## src/core/ist_pkg.sv

```systemverilog
// constants and carrier types for the i2c slave transmit engine
// assumes one system clock; bus pins arrive asynchronous to it
package ist_pkg;

   // ****************************************
   // counts, patterns and reset values
   // ****************************************
   localparam logic [3:0] BIT_CNT_RST   = 4'h0;
   localparam logic [3:0] BITS_IN_BYTE  = 4'h8;   // rises before the 8th falling edge
   localparam logic [3:0] BITS_WITH_ACK = 4'h9;   // rises before the 9th falling edge
   localparam logic [4:0] TEN_BIT_HDR   = 5'h1e;  // 1 1 1 1 0 in the high address byte
   localparam int         HDR_A9_POS    = 2;      // address bit nine in the address reg
   localparam int         HDR_A8_POS    = 1;      // address bit eight in the address reg
   localparam logic [7:0] BUF_RST       = 8'h00;
   localparam logic [7:0] ADDR_RST      = 8'h00;
   localparam logic [7:0] TX_RST        = 8'hff;  // released data line
   localparam logic       CKP_RST       = 1'b1;   // clock released after reset
   localparam int         SYNC_STAGES   = 2;

   // ****************************************
   // carriers
   // ****************************************
   typedef struct packed {
      logic ten_bit_mode;
      logic address_hold_enable;
      logic data_hold_enable;
      logic stretch_enable;
      logic start_int_enable;
      logic slave_collision_detect_enable;
      logic ack_value_to_send;     // 0 sends ACK, 1 sends NACK
   } ist_cfg_type;

   typedef struct packed {
      logic serial_event_flag;
      logic bus_collision_flag;
      logic buffer_full_flag;
      logic read_direction;
      logic start_seen;
      logic stop_seen;
      logic ack_received_status;
      logic ack_time_flag;
      logic address_update_flag;
      logic clock_release_bit;
   } ist_stat_type;

   typedef enum logic [6:0] {
      ST_IDLE  = 7'h01,
      ST_ADDR  = 7'h02,
      ST_ADDR2 = 7'h04,
      ST_ACK   = 7'h08,
      ST_RX    = 7'h10,
      ST_TX    = 7'h20,
      ST_TACK  = 7'h40
   } ist_state_type;

endpackage

```

## src/core/ist_pin_sync.sv

```systemverilog
// two-stage synchroniser with edge detect for the bus pins
// assumes pins are asynchronous to mclk_in; reset is synchronous active high
`timescale 1ns/100ps
module ist_pin_sync (
   input  wire logic       mclk_in,
   input  wire logic       sys_rst_in,
   input  wire logic [1:0] pin_in,
   output logic      [1:0] level_out,
   output logic      [1:0] rise_out,
   output logic      [1:0] fall_out
);
   import ist_pkg::*;

   // ****************************************
   // per pin synchroniser and edge finder
   // ****************************************
   genvar g;
   generate
      for (g = 0; g < 2; g = g + 1) begin : g_pin
         logic [SYNC_STAGES-1:0] meta_r;
         logic                   last_r;
         // idle bus is high, so reset to high
         always_ff @(posedge mclk_in) begin
            if (sys_rst_in) begin
               meta_r <= '1;
               last_r <= 1'b1;
            end else begin
               meta_r <= {meta_r[SYNC_STAGES-2:0], pin_in[g]};
               last_r <= meta_r[SYNC_STAGES-1];
            end
         end
         assign level_out[g] = meta_r[SYNC_STAGES-1];
         assign rise_out[g]  = meta_r[SYNC_STAGES-1] & ~last_r;
         assign fall_out[g]  = ~meta_r[SYNC_STAGES-1] & last_r;
      end
   endgenerate

endmodule

```

## src/core/ist_slave.sv

```systemverilog
// i2c slave engine: read path, 10-bit addressing, collision and stretching
// assumes bus pins outside the clock domain; software side on mclk_in
// Operation
// read match: direction set, buffer loaded, acked
// after read ack clear release bit, hold clock
// buffer write loads shifter; release bit frees clock
// data bits shift out on clock falling edges
// master ack latched on 9th rising edge
// nack ends transfer, idle until start
// after nack no hold, event still set
// event set per byte at 9th fall
// start sets start-seen, event if enabled
// collision while sending sets flag, goes idle
// address hold: release cleared, event at 8th
// address hold: send software ack value
// read ack or acked byte: clear release, event
// buffer write sets full, read clears it
// software loads data only after address ack
// master nacks last byte before stop
// 10-bit high write match sets update flag
// address write with update flag frees clock
// software updates address after ack sequence
// low mismatch: event and update, no full
// stretch enable: hold clock after each byte
// hold clock only once line seen low
// high byte matches 11110, A9, A8, 0
// any address write clears update flag; a write in the cycle of the 9th-fall set leaves it set
// hold enabled: ack-time flag at 8th fall
// collision: released high bit read back low
`timescale 1ns/100ps
module ist_slave (
   input  wire logic                mclk_in,
   input  wire logic                sys_rst_in,
   input  wire logic                scl_in,
   input  wire logic                sda_in,
   output logic                     scl_out,
   output logic                     scl_oe_out,
   output logic                     sda_out,
   output logic                     sda_oe_out,
   input  wire ist_pkg::ist_cfg_type cfg_in,
   input  wire logic                buf_wr_in,
   input  wire logic [7:0]          buf_wdata_in,
   input  wire logic                buf_rd_in,
   input  wire logic                addr_wr_in,
   input  wire logic [7:0]          addr_wdata_in,
   input  wire logic                ckp_set_in,
   input  wire logic                event_clr_in,
   input  wire logic                collision_clr_in,
   output logic      [7:0]          buf_rdata_out,
   output logic      [7:0]          slave_address_out,
   output ist_pkg::ist_stat_type    status_out
);
   import ist_pkg::*;

   // ****************************************
   // pin sampling
   // ****************************************
   logic [1:0] lvl;
   logic [1:0] rise;
   logic [1:0] fall;

   ist_pin_sync u_sync (
      .mclk_in   (mclk_in),
      .sys_rst_in(sys_rst_in),
      .pin_in    ({sda_in, scl_in}),
      .level_out (lvl),
      .rise_out  (rise),
      .fall_out  (fall)
   );

   logic scl_lvl;
   logic sda_lvl;
   logic scl_rise;
   logic scl_fall;
   logic start_det;
   logic stop_det;
   assign scl_lvl   = lvl[0];
   assign sda_lvl   = lvl[1];
   assign scl_rise  = rise[0];
   assign scl_fall  = fall[0];
   assign start_det = fall[1] & scl_lvl;
   assign stop_det  = rise[1] & scl_lvl;

   // ****************************************
   // state and storage
   // ****************************************
   ist_state_type state_r;
   ist_state_type ack_to_r;
   logic [3:0]    cnt_r;
   logic [7:0]    sr_r;
   logic [7:0]    tx_r;
   logic [7:0]    buf_r;
   logic [7:0]    addr_r;
   logic          ack_ok_r;
   logic          hold_byte_r;
   logic          ua_pend_r;
   logic          lo_ok_r;
   logic          hold_r;
   logic          sda_oe_r;
   logic          sef_r;
   logic          bcl_r;
   logic          bf_r;
   logic          dir_r;
   logic          s_r;
   logic          p_r;
   logic          ack_received_status_r;
   logic          ack_time_flag_r;
   logic          ua_r;
   logic          ckp_r;

   // high address byte compare, used for write and read headers
   function automatic logic hdr_ok(input logic [7:0] b, input logic [7:0] a);
      hdr_ok = (b[7:3] == TEN_BIT_HDR) && (b[2] == a[HDR_A9_POS])
               && (b[1] == a[HDR_A8_POS]);
   endfunction

   // ****************************************
   // byte timing events
   // ****************************************
   logic fall8;
   logic fall9;
   logic rise9;
   logic in_tx;
   logic in_ack;
   assign fall8  = scl_fall & (cnt_r == BITS_IN_BYTE);
   assign fall9  = scl_fall & (cnt_r == BITS_WITH_ACK);
   assign rise9  = scl_rise & (cnt_r == BITS_IN_BYTE);
   assign in_tx  = (state_r == ST_TX);
   assign in_ack = (state_r == ST_ACK);

   // address decisions at the 8th falling edge
   logic hdr_wr;
   logic hdr_rd;
   logic hit7;
   logic addr_hit;
   logic lo_hit;
   assign hdr_wr = cfg_in.ten_bit_mode & hdr_ok(sr_r, addr_r) & ~sr_r[0];
   assign hdr_rd = cfg_in.ten_bit_mode & hdr_ok(sr_r, addr_r) & sr_r[0] & lo_ok_r;
   assign hit7   = ~cfg_in.ten_bit_mode & (sr_r[7:1] == addr_r[7:1]);
   assign addr_hit = (state_r == ST_ADDR) & fall8 & (hdr_wr | hdr_rd | hit7);
   assign lo_hit = (sr_r == addr_r);

   // collision: our released bit is read back low while clock rises
   logic collide;
   assign collide = in_tx & scl_rise & tx_r[7] & ~sda_lvl
                    & cfg_in.slave_collision_detect_enable;

   // ack actually driven in the ack slot
   logic ack_given;
   assign ack_given = hold_byte_r ? ~cfg_in.ack_value_to_send : ack_ok_r;

   // ****************************************
   // bit counter and receive shifter
   // ****************************************
   always_ff @(posedge mclk_in) begin
      if (sys_rst_in | start_det | stop_det) begin
         cnt_r <= BIT_CNT_RST;
      end else if (fall9) begin
         cnt_r <= BIT_CNT_RST;
      end else if (scl_rise & (state_r != ST_IDLE)) begin
         cnt_r <= cnt_r + 4'h1;
      end
   end

   // data sampled on rising clock edges
   always_ff @(posedge mclk_in) begin
      if (sys_rst_in) begin
         sr_r <= BUF_RST;
      end else if (scl_rise) begin
         sr_r <= {sr_r[6:0], sda_lvl};
      end
   end

   // ****************************************
   // sequencing
   // ****************************************
   always_ff @(posedge mclk_in) begin
      if (sys_rst_in) begin
         state_r     <= ST_IDLE;
         ack_to_r    <= ST_IDLE;
         ack_ok_r    <= 1'b0;
         hold_byte_r <= 1'b0;
         ua_pend_r   <= 1'b0;
      end else if (start_det) begin
         state_r <= ST_ADDR;
      end else if (stop_det | collide) begin
         state_r <= ST_IDLE;
      end else begin
         case (state_r)
            ST_IDLE: begin
               state_r <= ST_IDLE;
            end
            ST_ADDR: begin
               if (fall8) begin
                  state_r     <= addr_hit ? ST_ACK : ST_IDLE;
                  ack_to_r    <= sr_r[0] ? ST_TX : (hdr_wr ? ST_ADDR2 : ST_RX);
                  ack_ok_r    <= 1'b1;
                  hold_byte_r <= cfg_in.address_hold_enable;
                  ua_pend_r   <= hdr_wr;
               end
            end
            ST_ADDR2: begin
               if (fall8) begin
                  state_r     <= ST_ACK;
                  ack_to_r    <= lo_hit ? ST_RX : ST_IDLE;
                  ack_ok_r    <= lo_hit;
                  hold_byte_r <= lo_hit & cfg_in.address_hold_enable;
                  ua_pend_r   <= 1'b1;
               end
            end
            ST_RX: begin
               if (fall8) begin
                  state_r     <= ST_ACK;
                  ack_to_r    <= ST_RX;
                  ack_ok_r    <= ~bf_r;
                  hold_byte_r <= cfg_in.data_hold_enable;
                  ua_pend_r   <= 1'b0;
               end
            end
            ST_ACK: begin
               if (fall9) begin
                  state_r <= (ack_given | ua_pend_r) ? ack_to_r : ST_IDLE;
               end
            end
            ST_TX: begin
               if (fall8) begin
                  state_r <= ST_TACK;
               end
            end
            ST_TACK: begin
               if (fall9) begin
                  state_r <= ack_received_status_r ? ST_IDLE : ST_TX;
               end
            end
            default: begin
               state_r <= ST_IDLE;
            end
         endcase
      end
   end

   // ****************************************
   // data line drive
   // ****************************************
   // ack waits for the released clock when software chooses it
   always_ff @(posedge mclk_in) begin
      if (sys_rst_in) begin
         sda_oe_r <= 1'b0;
      end else if (in_ack) begin
         sda_oe_r <= hold_byte_r ? (ckp_r & ~cfg_in.ack_value_to_send)
                                 : ack_ok_r;
      end else if (in_tx) begin
         sda_oe_r <= ~tx_r[7];
      end else begin
         sda_oe_r <= 1'b0;
      end
   end

   // transmit shifter; a buffer write loads it directly
   always_ff @(posedge mclk_in) begin
      if (sys_rst_in) begin
         tx_r <= TX_RST;
      end else if (buf_wr_in) begin
         tx_r <= buf_wdata_in;
      end else if (in_tx & scl_fall & (cnt_r != BIT_CNT_RST)) begin
         tx_r <= {tx_r[6:0], 1'b1};
      end
   end

   // ****************************************
   // clock stretching
   // ****************************************
   logic need_hold;
   assign need_hold = ua_r | (~ckp_r & (state_r != ST_IDLE));

   // grab the line only after the master has pulled it low
   always_ff @(posedge mclk_in) begin
      if (sys_rst_in) begin
         hold_r <= 1'b0;
      end else if (~need_hold) begin
         hold_r <= 1'b0;
      end else if (~scl_lvl) begin
         hold_r <= 1'b1;
      end
   end

   // release bit: hardware clears, a software set wins
   logic ckp_clr;
   assign ckp_clr = (addr_hit & cfg_in.address_hold_enable)
                  | ((state_r == ST_RX) & fall8 & cfg_in.data_hold_enable)
                  | (in_ack & fall9 & ack_given & (ack_to_r == ST_TX))
                  | (in_ack & fall9 & ack_given & (ack_to_r == ST_RX)
                     & cfg_in.stretch_enable)
                  | ((state_r == ST_TACK) & fall9 & ~ack_received_status_r);

   always_ff @(posedge mclk_in) begin
      if (sys_rst_in) begin
         ckp_r <= CKP_RST;
      end else if (ckp_set_in) begin
         ckp_r <= 1'b1;
      end else if (ckp_clr) begin
         ckp_r <= 1'b0;
      end
   end

   // ****************************************
   // address register and update flag
   // ****************************************
   always_ff @(posedge mclk_in) begin
      if (sys_rst_in) begin
         addr_r <= ADDR_RST;
      end else if (addr_wr_in) begin
         addr_r <= addr_wdata_in;
      end
   end

   // set at the 9th fall wins over the clearing write
   always_ff @(posedge mclk_in) begin
      if (sys_rst_in) begin
         ua_r <= 1'b0;
      end else if (in_ack & fall9 & ua_pend_r) begin
         ua_r <= 1'b1;
      end else if (addr_wr_in) begin
         ua_r <= 1'b0;
      end
   end

   // full high and low 10-bit match allows a later read header
   always_ff @(posedge mclk_in) begin
      if (sys_rst_in | stop_det) begin
         lo_ok_r <= 1'b0;
      end else if (addr_hit & hdr_wr) begin
         lo_ok_r <= 1'b0;
      end else if ((state_r == ST_ADDR2) & fall8) begin
         lo_ok_r <= lo_hit;
      end
   end

   // ****************************************
   // data buffer and full flag
   // ****************************************
   logic hw_load;
   assign hw_load = addr_hit
                  | ((state_r == ST_ADDR2) & fall8 & lo_hit)
                  | ((state_r == ST_RX) & fall8 & ~bf_r);

   always_ff @(posedge mclk_in) begin
      if (sys_rst_in) begin
         buf_r <= BUF_RST;
      end else if (hw_load) begin
         buf_r <= sr_r;
      end else if (buf_wr_in) begin
         buf_r <= buf_wdata_in;
      end
   end

   always_ff @(posedge mclk_in) begin
      if (sys_rst_in) begin
         bf_r <= 1'b0;
      end else if (hw_load | buf_wr_in) begin
         bf_r <= 1'b1;
      end else if (buf_rd_in) begin
         bf_r <= 1'b0;
      end
   end

   // ****************************************
   // status bits
   // ****************************************
   always_ff @(posedge mclk_in) begin
      if (sys_rst_in) begin
         dir_r <= 1'b0;
      end else if (addr_hit) begin
         dir_r <= sr_r[0];
      end
   end

   // start and stop seen, each clearing the other
   always_ff @(posedge mclk_in) begin
      if (sys_rst_in) begin
         s_r <= 1'b0;
         p_r <= 1'b0;
      end else if (start_det) begin
         s_r <= 1'b1;
         p_r <= 1'b0;
      end else if (stop_det) begin
         s_r <= 1'b0;
         p_r <= 1'b1;
      end
   end

   // master acknowledge taken on the 9th rising edge while sending
   always_ff @(posedge mclk_in) begin
      if (sys_rst_in) begin
         ack_received_status_r <= 1'b0;
      end else if ((state_r == ST_TACK) & rise9) begin
         ack_received_status_r <= sda_lvl;
      end
   end

   always_ff @(posedge mclk_in) begin
      if (sys_rst_in) begin
         ack_time_flag_r <= 1'b0;
      end else if ((addr_hit | ((state_r == ST_RX) & fall8))
                   & (cfg_in.address_hold_enable | cfg_in.data_hold_enable)) begin
         ack_time_flag_r <= 1'b1;
      end else if (fall9) begin
         ack_time_flag_r <= 1'b0;
      end
   end

   // ****************************************
   // event and collision flags, set wins over clear
   // ****************************************
   logic sef_set;
   assign sef_set = (start_det & cfg_in.start_int_enable)
                  | (addr_hit & cfg_in.address_hold_enable)
                  | ((state_r == ST_RX) & fall8 & cfg_in.data_hold_enable)
                  | (in_ack & fall9 & (ack_given | ua_pend_r))
                  | ((state_r == ST_TACK) & fall9);

   always_ff @(posedge mclk_in) begin
      if (sys_rst_in) begin
         sef_r <= 1'b0;
      end else if (sef_set) begin
         sef_r <= 1'b1;
      end else if (event_clr_in) begin
         sef_r <= 1'b0;
      end
   end

   always_ff @(posedge mclk_in) begin
      if (sys_rst_in) begin
         bcl_r <= 1'b0;
      end else if (collide) begin
         bcl_r <= 1'b1;
      end else if (collision_clr_in) begin
         bcl_r <= 1'b0;
      end
   end

   // ****************************************
   // outputs
   // ****************************************
   assign scl_out           = 1'b0;   // open drain: only ever pulls low
   assign sda_out           = 1'b0;
   assign scl_oe_out        = hold_r;
   assign sda_oe_out        = sda_oe_r;
   assign buf_rdata_out     = buf_r;
   assign slave_address_out = addr_r;
   assign status_out        = '{serial_event_flag:   sef_r,
                                bus_collision_flag:  bcl_r,
                                buffer_full_flag:    bf_r,
                                read_direction:      dir_r,
                                start_seen:          s_r,
                                stop_seen:           p_r,
                                ack_received_status: ack_received_status_r,
                                ack_time_flag:       ack_time_flag_r,
                                address_update_flag: ua_r,
                                clock_release_bit:   ckp_r};

endmodule

```

## config.mk

```make
export PLATFORM = sky130hd
export DESIGN_NAME = ist_slave
export DESIGN_NICKNAME = d
export VERILOG_FILES = /design/src/core/ist_pkg.sv /design/src/core/ist_pin_sync.sv /design/src/core/ist_slave.sv
export SDC_FILE = /design/constraint.sdc
export NUM_CORES = 1
export LEC_CHECK = 0
export BUFFER_PORTS_ARGS = -buffer_cell sky130_fd_sc_hd__buf_2
export CELL_PAD_IN_SITES_DETAIL_PLACEMENT = 0
export CELL_PAD_IN_SITES_GLOBAL_PLACEMENT = 1
export CORE_MARGIN = 2
export CORE_UTILIZATION = 38
export CTS_CLUSTER_SIZE = 8
export DETAILED_ROUTE_END_ITERATION = 10
export GPL_TIMING_DRIVEN = 1
export PLACE_DENSITY_LB_ADDON = 0.1
export SETUP_SLACK_MARGIN = 0.3
export SLEW_MARGIN = 20
export SYNTH_ARGS = -nofsm -noshare
export SYNTH_HDL_FRONTEND = slang
export SYNTH_SLANG_ARGS = --single-unit
```

## constraint.sdc

```tcl
create_clock -name mclk_in -period 2 [get_ports mclk_in]
set_input_delay 0.4 -clock mclk_in [delete_from_list [all_inputs] [get_ports mclk_in]]
set_output_delay 0.4 -clock mclk_in [all_outputs]
set_load 0.01 [all_outputs]
```

# Word-level counts from Yosys, hierarchy flattened
# Cells that the tools add are included.
[classes]
bitwise = 80
n_eq_ne = 28
addsub = 1
reduce_logical = 22
mux = 49
[ops]
columns = ["cell", "n"]
rows = [
  ["7-bit 2-to-1 mux", 9],
  ["1-bit AND", 45],
  ["7-bit one-hot mux with 5 select lines", 1],
  ["8-bit 2-to-1 mux", 4],
  ["1-bit 2-to-1 mux", 24],
  ["1-bit bitwise OR", 21],
  ["7-bit one-hot mux with 3 select lines", 1],
  ["2-bit nonzero test", 8],
  ["7-bit by 5-bit equality test with 1-bit output, second input constant", 2],
  ["7-bit by 6-bit equality test with 1-bit output, second input constant", 2],
  ["1-bit NOT", 14],
  ["6-bit 2-to-1 mux", 2],
  ["2-bit != test, second input constant", 6],
  ["4-bit by 3-bit != test with 1-bit output, second input constant", 3],
  ["2-bit OR reduction", 6],
  ["5-bit 2-to-1 mux", 2],
  ["5-bit AND reduction", 2],
  ["1-bit one-hot mux with 3 select lines", 3],
  ["4-bit equality test, second input constant", 2],
  ["8-bit equality test", 1],
  ["7-bit by 2-bit equality test with 1-bit output, second input constant", 1],
  ["7-bit by 3-bit equality test with 1-bit output, second input constant", 1],
  ["7-bit by 4-bit equality test with 1-bit output, second input constant", 1],
  ["7-bit equality test", 1],
  ["15 further kinds", 18],
]
[word_totals]
output_inout_bits = 30
wordCells = 208
in_bits = 33
ff_bits = 72

# Depth between registers and ports, before layout
# Gate-level depths: netlist (run 1).
[depth]
depth_word = 15
depth_mapped = 8
ltp_nobuf = 7

# Modules after synthesis
# From an unflattened synthesis (run 1), not the netlist that was laid out.
[hier_totals]
hier_cells = 408
area_unflattened_um2 = 3472.1
[by_module_without_submodules]
columns = ["mod", "area_each_um2", "instances", "cells_per_inst"]
rows = [
  ["ist_slave", 3274.4, 1, 390],
  ["ist_pin_sync", 197.7, 1, 18],
]

# Worst setup path after synthesis (run 1)
# OpenSTA, ideal clock, no wires.
[synth_timing]
kind = "register to register"
from = "register cnt_r[0]"
to = "register buf_r[0] (netlist: buf_rdata_out[0])"
n_path_buf = 1
required_ns = 1.879
arrival_time_ns = 1.924
setup_time_ns = 0.121
setup_slack_ns = -0.045
stages_incl_launch_ff = 9
path_cell_list = "dfxtp_1 > inv_1 > ha_1 > and3b_1 > nand2_1 > or4_1 > o211ai_2 > buf_6 > mux2_4"
[synth_between]
elab_chain_cells = 7
elab_cells_between_ends = 12
classes_between = "eq/ne (1); mux (1); bitwise (9); reduce/logical (1)"
[synth_lines]
columns = ["element", "line_no", "source"]
rows = [
  ["start: declaration", "ist_slave.sv:89", "logic [3:0] cnt_r;"],
  ["start signal: assignment", "ist_slave.sv:161", "cnt_r <= cnt_r + 4'h1;"],
  ["4-bit equality test *", "ist_slave.sv:125", "assign fall8 = scl_fall & (cnt_r == BITS_IN_BYTE);"],
  ["1-bit AND *", "ist_slave.sv:125", ""],
  ["1-bit AND (on tied branches) (2 in series)", "ist_slave.sv:140, ist_slave.sv:344", ""],
  ["1-bit bitwise OR", "ist_slave.sv:344", "| ((state_r == ST_ADDR2) & fall8 & lo_hit)"],
  ["1-bit bitwise OR *", "ist_slave.sv:345", "| ((state_r == ST_RX) & fall8 & ~bf_r);"],
  ["8-bit 2-to-1 mux / 2-bit nonzero test (equally long branches)", "-", ""],
  ["end signal: assignment", "ist_slave.sv:351", "buf_r <= sr_r;"],
  ["end signal: assignment", "ist_slave.sv:353", "buf_r <= buf_wdata_in;"],
  ["end: declaration", "ist_slave.sv:92", "logic [7:0] buf_r;"],
]
# Mark *: on every way between the ends. The rest lies on a longest branch, timed or not.
# A chain may end at the register's enable or synchronous reset.

# Worst setup path in the final report (run 1)
[layout_timing]
from = "register state_r[0]"
to = "register state_r[4]"
[layout_between]
elab_chain_cells = 7
elab_cells_between_ends = 20
classes_between = "eq/ne (11); mux (1); bitwise (5); reduce/logical (3)"
[layout_lines]
columns = ["element", "line_no", "source"]
rows = [
  ["start: declaration", "ist_slave.sv:87", "ist_state_type state_r;"],
  ["start signal: assignment", "ist_slave.sv:195", "state_r <= addr_hit ? ST_ACK : ST_IDLE;"],
  ["start signal: assignment", "ist_slave.sv:222", "state_r <= (ack_given | ua_pend_r) ? ack_to_r : ST_IDLE;"],
  ["start signal: assignment", "ist_slave.sv:232", "state_r <= ack_received_status_r ? ST_IDLE : ST_TX;"],
  ["7-bit by 6-bit equality test with 1-bit output", "ist_slave.sv:128, ist_slave.sv:189", ""],
  ["1-bit AND (3 in series)", "ist_slave.sv:145", "assign collide = in_tx & scl_rise & tx_r[7] & ~sda_lvl"],
  ["1-bit AND", "ist_slave.sv:146", "& cfg_in.slave_collision_detect_enable;"],
  ["1-bit bitwise OR", "ist_slave.sv:186", "end else if (stop_det | collide) begin"],
  ["3-bit OR reduction (no line)", "-", ""],
]
# Several ways; a longest one is shown, not always the timed one.

==> results of run 1 <==
==> synth_stat cells, types with 3 or more instances <==
master / number / share of area (%)
dfxtp_1: 69 / 39
nand2_1: 54 / 5.7
nor2_1: 35 / 3.7
a21oi_1: 27 / 3.8
mux2i_1: 24 / 6.7
o21ai_0: 16 / 2.2
mux2_2: 14 / 4.4
xor2_1: 14 / 3.4
inv_1: 13 / 1.4
buf_4: 12 / 2.5
clkbuf_1: 12 / 1.3
nand2b_1: 8 / 1.4
nor2b_1: 8 / 1.4
a31oi_1: 7 / 1.2
nand3_1: 6 / 0.84
or2_2: 6 / 1.0
nor3_1: 5 / 0.70
or3_1: 5 / 0.87
and3_1: 4 / 0.70
nor4_1: 4 / 0.70
a211oi_1: 3 / 0.63
a21o_1: 3 / 0.63
a32o_1: 3 / 0.84
and2_1: 3 / 0.52
buf_2: 3 / 0.42
ha_1: 3 / 1.0
nand4_1: 3 / 0.52
xnor2_1: 3 / 0.73
==> metrics by stage <==
| step | power, µW | instances | hold slack, ns |
|---|---|---|---|
| 2_1_floorplan | 1647 | 415 | 0.3895 |
| 3_3_place_gp | 1775 | 593 | 0.3991 |
| 3_5_place_dp | 1777 | 593 | 0.3976 |
| 4_1_cts | 2933 | 617 | 0.2247 |
| 5_1_grt | 3039 | 631 | 0.2295 |
| 6_report | 2916 | 631 | 0.2337 |
==> cells by family (layout without fill, tap and decap cells) <==
| logic type | after synthesis | after routing | share of synthesized area (%) |
|---|---|---|---|
| adders and majority gates | 3 | 3 | 1.048 |
| xor gates and xnor gates | 17 | 17 | 4.157 |
| DFF | 69 | 69 | 38.56 |
| other | 1 | 2 | 0.1047 |
| muxes | 39 | 39 | 11.53 |
| and+or+nand+nor | 161 | 161 | 23.47 |
| buffers and inverters | 44 | 149 | 6.392 |
| AOI/OAI and AO/OA | 80 | 80 | 14.74 |
==> critical path: stages, from the launching register on <==
cell and delay (ns):
dfxtp_4 0.36, or3_4 0.39, or4_4 0.46, o21ai_4 0.25
nor3_2 0.09, a32o_1 0.26
==> flip-flops by register name, summed over array words and instances (netlist names), 2 cells and up <==
name,count
buf_rdata_out,8
u_sync.g_pin.meta_r,4
state_r,7
sr_r,8
tx_r,8
u_sync.g_pin.last_r,2
ack_to_r,4
slave_address_out,8
cnt_r,4
==> cell type report <==
cell class                      instances  area (µm²)
Timing Repair Buffer                  120       793.3
Sequential cell                        69        1404
Clock inverter                          7       72.57
Multi-Input combinational cell        302        2218
Tap cell                              111       138.9
Fill cell                             880        4394
Clock buffer                            9       123.9
Inverter                               13       51.30
==> final timing paths <==
| path | cells past startpoint | from | endpoint | slack, ns |
|---|---|---|---|---|
| worst max-delay path | 5 | state_r[0]$_SDFFE_PP1P_ | state_r[4]$_SDFFE_PP0P_ | 0.08 |
| worst min-delay path | 2 | scl_in | u_sync.g_pin[0].meta_r[0]$_SDFF_PP1_ | 0.23 |
| worst max register to register | 5 | state_r[0]$_SDFFE_PP1P_ | state_r[4]$_SDFFE_PP0P_ | 0.08 |
| worst min register to register | 1 | u_sync.g_pin[1].meta_r[0]$_SDFF_PP1_ | u_sync.g_pin[1].meta_r[1]$_SDFF_PP1_ | 0.42 |
==> what timing repair did <==
| item | CTS | global route |
|---|---|---|
| pin swaps | 10 | 20 |
| setup buffers | 8 | 14 |
| hold endpoints to repair | 0 | 0 |
| gates resized for setup | 18 | 49 |
| setup endpoints to repair | 32 | 39 |
==> layer usage <==
| layer | part of all wire, % | vias up | routed length, µm |
|---|---|---|---|
| met5 | 0 | - | 0 |
| met2 | 45 | 91 | 4645 |
| met4 | 0.94 | 0 | 97 |
| met1 | 47 | 1534 | 4889 |
| li1 | - | 1644 | - |
| met3 | 6.4 | 8 | 661 |
==> power groups by stage <==
stage               sequential [µW]  clock [µW]  combinational, µW
CTS                            1440        1180                310
global placement               1470           0                300
global route                   1450        1240                352
detailed placement             1480           0                301
finish                         1440        1160                320
floorplan                      1470           0                173
==> results.md, run 1 <==
- DRT antenna net count: 0
- Avg Vias per Cell: 5.193
- Crit Path Class: reg -> reg
- Max-cap viol count: 0
- Wirelength, routed: 10,290 µm
- Final design utilization: 52.22%
- Synth warnings: 0
- Most common cell after layout, fill and taps aside: buf_2
- Area growth syn-to-layout: 34.06%
- N_diodes: 0
- Hold Fails Final Rpt: 0
- Mapped cell area: between 3000 and 4000 µm²
- Max-slew violations: 0
- Post-route minimum period: approximately 1.9 ns
- Cts hold-fix bufs: 0
- Fin crit share: 96.00%
- DRC Markers: 0
- Post-DP HPWL: 7653 µm
- DR pass1 iterations: 4
- Vias in the first global route: just over 3,000
- CTS tree: done
- Via count: 3,277
- Endpoints failing setup: 0
- FF+latch count, synth: 69
- Dpl cell area: approximately 4200 µm²
- Crit path arrival time: approximately 2.2 ns
- Layout Nets: 551
- Clock skew: ~0.011 ns
- Placement Setup Slack: 0.03079 ns
- CTS Buffer Depth: 2
- GR Util met2: between 30% and 40%
- GRT Residual Overflow: 0
- Post-route cell area: 4802 µm²
- Cts bufs inserted: 9
- Critical Path RT: 2.24 ns
- Rel. slew slack: 64.44%
- Clock Root Buffer: clkbuf_8
- Initial antenna violation count: 0
- Fmax: around 0.52 GHz
- Die width: between 100 and 150 µm
- Share of cells above drive strength 1: 42.31%
- Crit Path Max Fanout: 5
- CP Launch Type: register
- Worst slew pin tran: 0.5286 ns
- Hold WC Path Type: in -> reg
- Setup_tns: 0 ns
- Top Usage Layer GRT: met2
- Int Power: 2144 µW
- Core Rows: 35
- H-tree lvl count: 3
- Most used DFF post-synth: dfxtp_1
- Sw frac: a little over a quarter
- Register area share after synthesis: 38.56%
- Wire per inst: 16.31 µm
- Netlist cell types: 66
- First-pass GRT wire length: 16,000 µm
- GRT met1 Usage: 30.14%
- RSZ-0062 raised after global routing: yes
- Die Y: 101.1 µm
- Met3 GRT Util: under 10%
- Seq pwr share: 49.4%
- GRT Total Usage: 20.45%
- Drt initial violations: around 110
- Clk sinks: 69
- Worst VDD drop: 0.3437 mV
- Crit path capture type: register
- Async SR Flop Fraction: 0%
- Largest net degree at the start of global routing: 22
- Core Area: 9196 µm²
- Psw: roughly 770 µW
- Static leakage: 0.002054 µW
- Die footprint: about 10,000 µm²
- Port bufs: 60
- Most frequent cells in the layout: buf_2, dfxtp_1, nand2_1
- Synth Instances: 414
- Combinational cell fraction of total power: 11.0%
- GP Congestion: 0.8637
- Cell Pwr Density: 607.3 nW/µm²
- Clock Latency Late Sink: about 0.34 ns
- Syn Area/Cell: 8.653 µm²
- Setup WS post-layout: 0.07996 ns
- Clock share of power: 39.6%
- Status: finished clean
- # IOs: 63
- Starting density of the core: 38.95%
- CTS clk-pin slew, worst paths: 0.08 ns
- Post-synth EDFFs: 0
Note: power is estimated with default switching activity, not from simulation.
==> run 2: changes to the inputs <==
CELL_PAD_IN_SITES_DETAIL_PLACEMENT = unset   (was 0)
CELL_PAD_IN_SITES_GLOBAL_PLACEMENT = unset   (was 1)
CORE_MARGIN = unset   (was 2)
CORE_UTILIZATION = 40   (was 38)
PLACE_DENSITY_LB_ADDON = unset   (was 0.1)
REMOVE_ABC_BUFFERS = 1   (was unset)
==> run 2 against run 1 <==
Against the previous run:
- sequential cell count is the same
- wire length shrank 5.1%
- clock skew grew 0.00052 ns
- combinational power shrank 3%
- worst setup slack gained 0.020 ns
- clock-buffer cell count grew 2
- via count shrank 1.3%
- first-iteration DRC count grew 55%
- global-route usage grew 0.62 points
- non-clock buffer count shrank 18
- core utilization grew 0.94 points
==> results.md, run 2 (synthesis gave the netlist of run 1 again) <==
- H-tree lvl count: 3 (unchanged)
- DR pass1 iterations: 4 (unchanged)
- Crit. path cell count: 6 (+1)
- First-pass GRT wire length: 15,640 µm (-2.2%)
- Post-DP HPWL: 7101 µm (-7.2%)
- Drt initial violations: 167 (+55%)
- Die footprint: 9338 µm² (-8.6%)
- R2r endpoint: buf_rdata_out[3]$_SDFFE_PP0P_
- Total power: 3074 µW (+5.4%)
- Cells along the critical path: nor3_4 > nand2_1 > or4_4 > o211ai_4 > buf_8 > mux2i_1
- Wirelength, routed: 9764 µm (-5.1%)
- Fmax: 0.5262 GHz (+1.0%)
- Starting density of the core: 41.28% (+2.3 points)
- Crit path capture type: register
- GRT Total Usage: 21.07% (+0.62 points)
- Top delay family on crit path: simple AND/OR/NAND/NOR gates
- Cts hold-fix bufs: 0 (unchanged)
- Setup WS post-layout: 0.09958 ns (+0.01963 ns)
- Most common cell after layout, fill and taps aside: buf_2
- N_diodes: 0 (unchanged)
- Port bufs: 60 (unchanged)
- Max incr delay on CP: 0.55 ns (+0.09 ns)
- Wire per inst: 16.01 µm (-1.9%)
- Max-slew violations: 0 (unchanged)
- Vias in the first global route: 3,029 (-0.36%)
- Placed cells: 583 (-1.7%)
- Core Area: 8678 µm² (-5.6%)
- Share of cells above drive strength 1: 38.05% (-4.3 points)
- Final design utilization: 53.16% (+0.94 points)
- DRC Markers: 0 (unchanged)
- Slowest stage cell, crit path: or4_4
- Core Rows: 34 (-2.9%)
- Hold WC Path Type: in -> reg
- Area growth syn-to-layout: 28.78%
- Cell Pwr Density: 666.3 nW/µm² (+9.7%)
- CTS Buffer Depth: 2 (unchanged)
- Crit Path Class: reg -> reg
- Endpoints failing setup: 0 (unchanged)
- Hold Path Depth: 2 (unchanged)
- DRT antenna net count: 0 (unchanged)
- Die Y: 96.64 µm (-4.4%)
- GR Util met2: 30.99% (-0.14 points)
- Most frequent cells in the layout: buf_2, dfxtp_1, nand2_1
- CTS tree: done
- Clk sinks: 69 (unchanged)
- Critical Path RT: 2.28 ns (+0.04 ns)
- Top Usage Layer GRT: met2
- Post-route minimum period: 1.900 ns (-0.01963 ns)
- Clock Latency Late Sink: 0.35 ns (about the same)
- Fin crit share: 95.02% (-0.98 points)
- Initial antenna violation count: 0 (unchanged)
- Critical path buffers and inverters: 1 (+1)
- Status: finished clean
- # IOs: 63 (unchanged)
- Via count: 3,234 (-1.3%)
- Clock Root Buffer: clkbuf_8
- Largest net degree at the start of global routing: 30 (+36%)
- R2R setup slack: 0.1 ns (+0.02 ns)
- Hold Fails Final Rpt: 0 (unchanged)
- CTS clk-pin slew, worst paths: 0.08 ns (about the same)
- Non-Filler Instances: 610 (-3.3%)
- CP Launch Type: register
- RSZ-0062 raised after global routing: yes
- Crit path arrival time: 2.18 ns (+0.02 ns)
- Worst Hold Endpoint: u_sync.g_pin[0].meta_r[0]$_SDFF_PP1_
- Register-to-Register Path Depth: 6 (+1)
- Worst VDD drop: 0.4483 mV (+30%)
- GRT Residual Overflow: 0 (unchanged)
- GRT met1 Usage: 29.95% (-0.19 points)
- Layout Nets: 533 (-3.3%)
- Max-cap viol count: 0 (unchanged)
- Hold path start: scl_in
- Clock skew: 0.01124 ns (+0.0005222 ns)
- Cts bufs inserted: 9 (unchanged)
- Crit Path Max Fanout: 8 (+3)
- Placement Setup Slack: -0.01238 ns (-0.04317 ns)
- Avg Vias per Cell: 5.302 (+2.1%)
- Static leakage: 0.001981 µW (-3.5%)
- Die width: 96.64 µm (-4.4%)
- Met3 GRT Util: 4.480% (+1.3 points)
- Worst R2R Start: state_r[6]$_SDFFE_PP0P_
- GP Congestion: 0.8968 (+3.8%)
[run 2: worst max-delay path by stage]
| stage | startpoint | to | slack [ns] |
|---|---|---|---|
| 3_5_place_dp | cnt_r[1]$_SDFFE_PP0P_ | buf_rdata_out[7]$_SDFFE_PP0P_ | -0.01 |
| 4_1_cts | cnt_r[1]$_SDFFE_PP0P_ | buf_rdata_out[3]$_SDFFE_PP0P_ | 0.12 |
| 6_report | state_r[6]$_SDFFE_PP0P_ | buf_rdata_out[3]$_SDFFE_PP0P_ | 0.1 |
| 5_1_grt | state_r[6]$_SDFFE_PP0P_ | buf_rdata_out[3]$_SDFFE_PP0P_ | 0.03 |
| 2_1_floorplan | cnt_r[0]$_SDFFE_PP0P_ | buf_rdata_out[0]$_SDFFE_PP0P_ | -0.15 |
| 3_3_place_gp | cnt_r[1]$_SDFFE_PP0P_ | buf_rdata_out[5]$_SDFFE_PP0P_ | 0.05 |
[run 2: routing by layer]
layer / wire length [µm] / vias to the layer above
met4: 229 / 0
met3: 702 / 23
met2: 4149 / 128
met5: 0 / -
met1: 4682 / 1472
li1: - / 1611
[run 2: layout make-up]
type	instances	area, µm²
Clock inverter	5	81.33
Fill cell	848	4065
Sequential cell	69	1405
Timing Repair Buffer	102	634.4
Tap cell	108	135.1
Clock buffer	11	151.4
Inverter	13	48.80
Multi-Input combinational cell	302	2157
[run 2: repair_timing]
| action | in CTS | in global routing |
|---|---|---|
| pin swaps | 12 | 5 |
| endpoints found under the hold margin | 0 | 0 |
| setup buffers | 7 | 4 |
| endpoints found under the setup margin | 34 | 37 |
| gates resized for setup | 33 | 26 |
[run 2: power by group]
group	switching [µW]	internal [µW]	leakage, µW
sequential	31.1	1410	0.000569
clock	551	773	0.000116
combinational	164	147	0.00130
[run 2: per-stage QoR]
stage	hold WS (ns)	setup TNS, ns	cell area [µm²]
finish	0.2317	0	4613
global route	0.2291	0	4613
CTS	0.2222	0	4481
detailed placement	0.3989	-0.02421	4074
global placement	0.3905	0	4074
floorplan	0.3895	-0.1491	3406
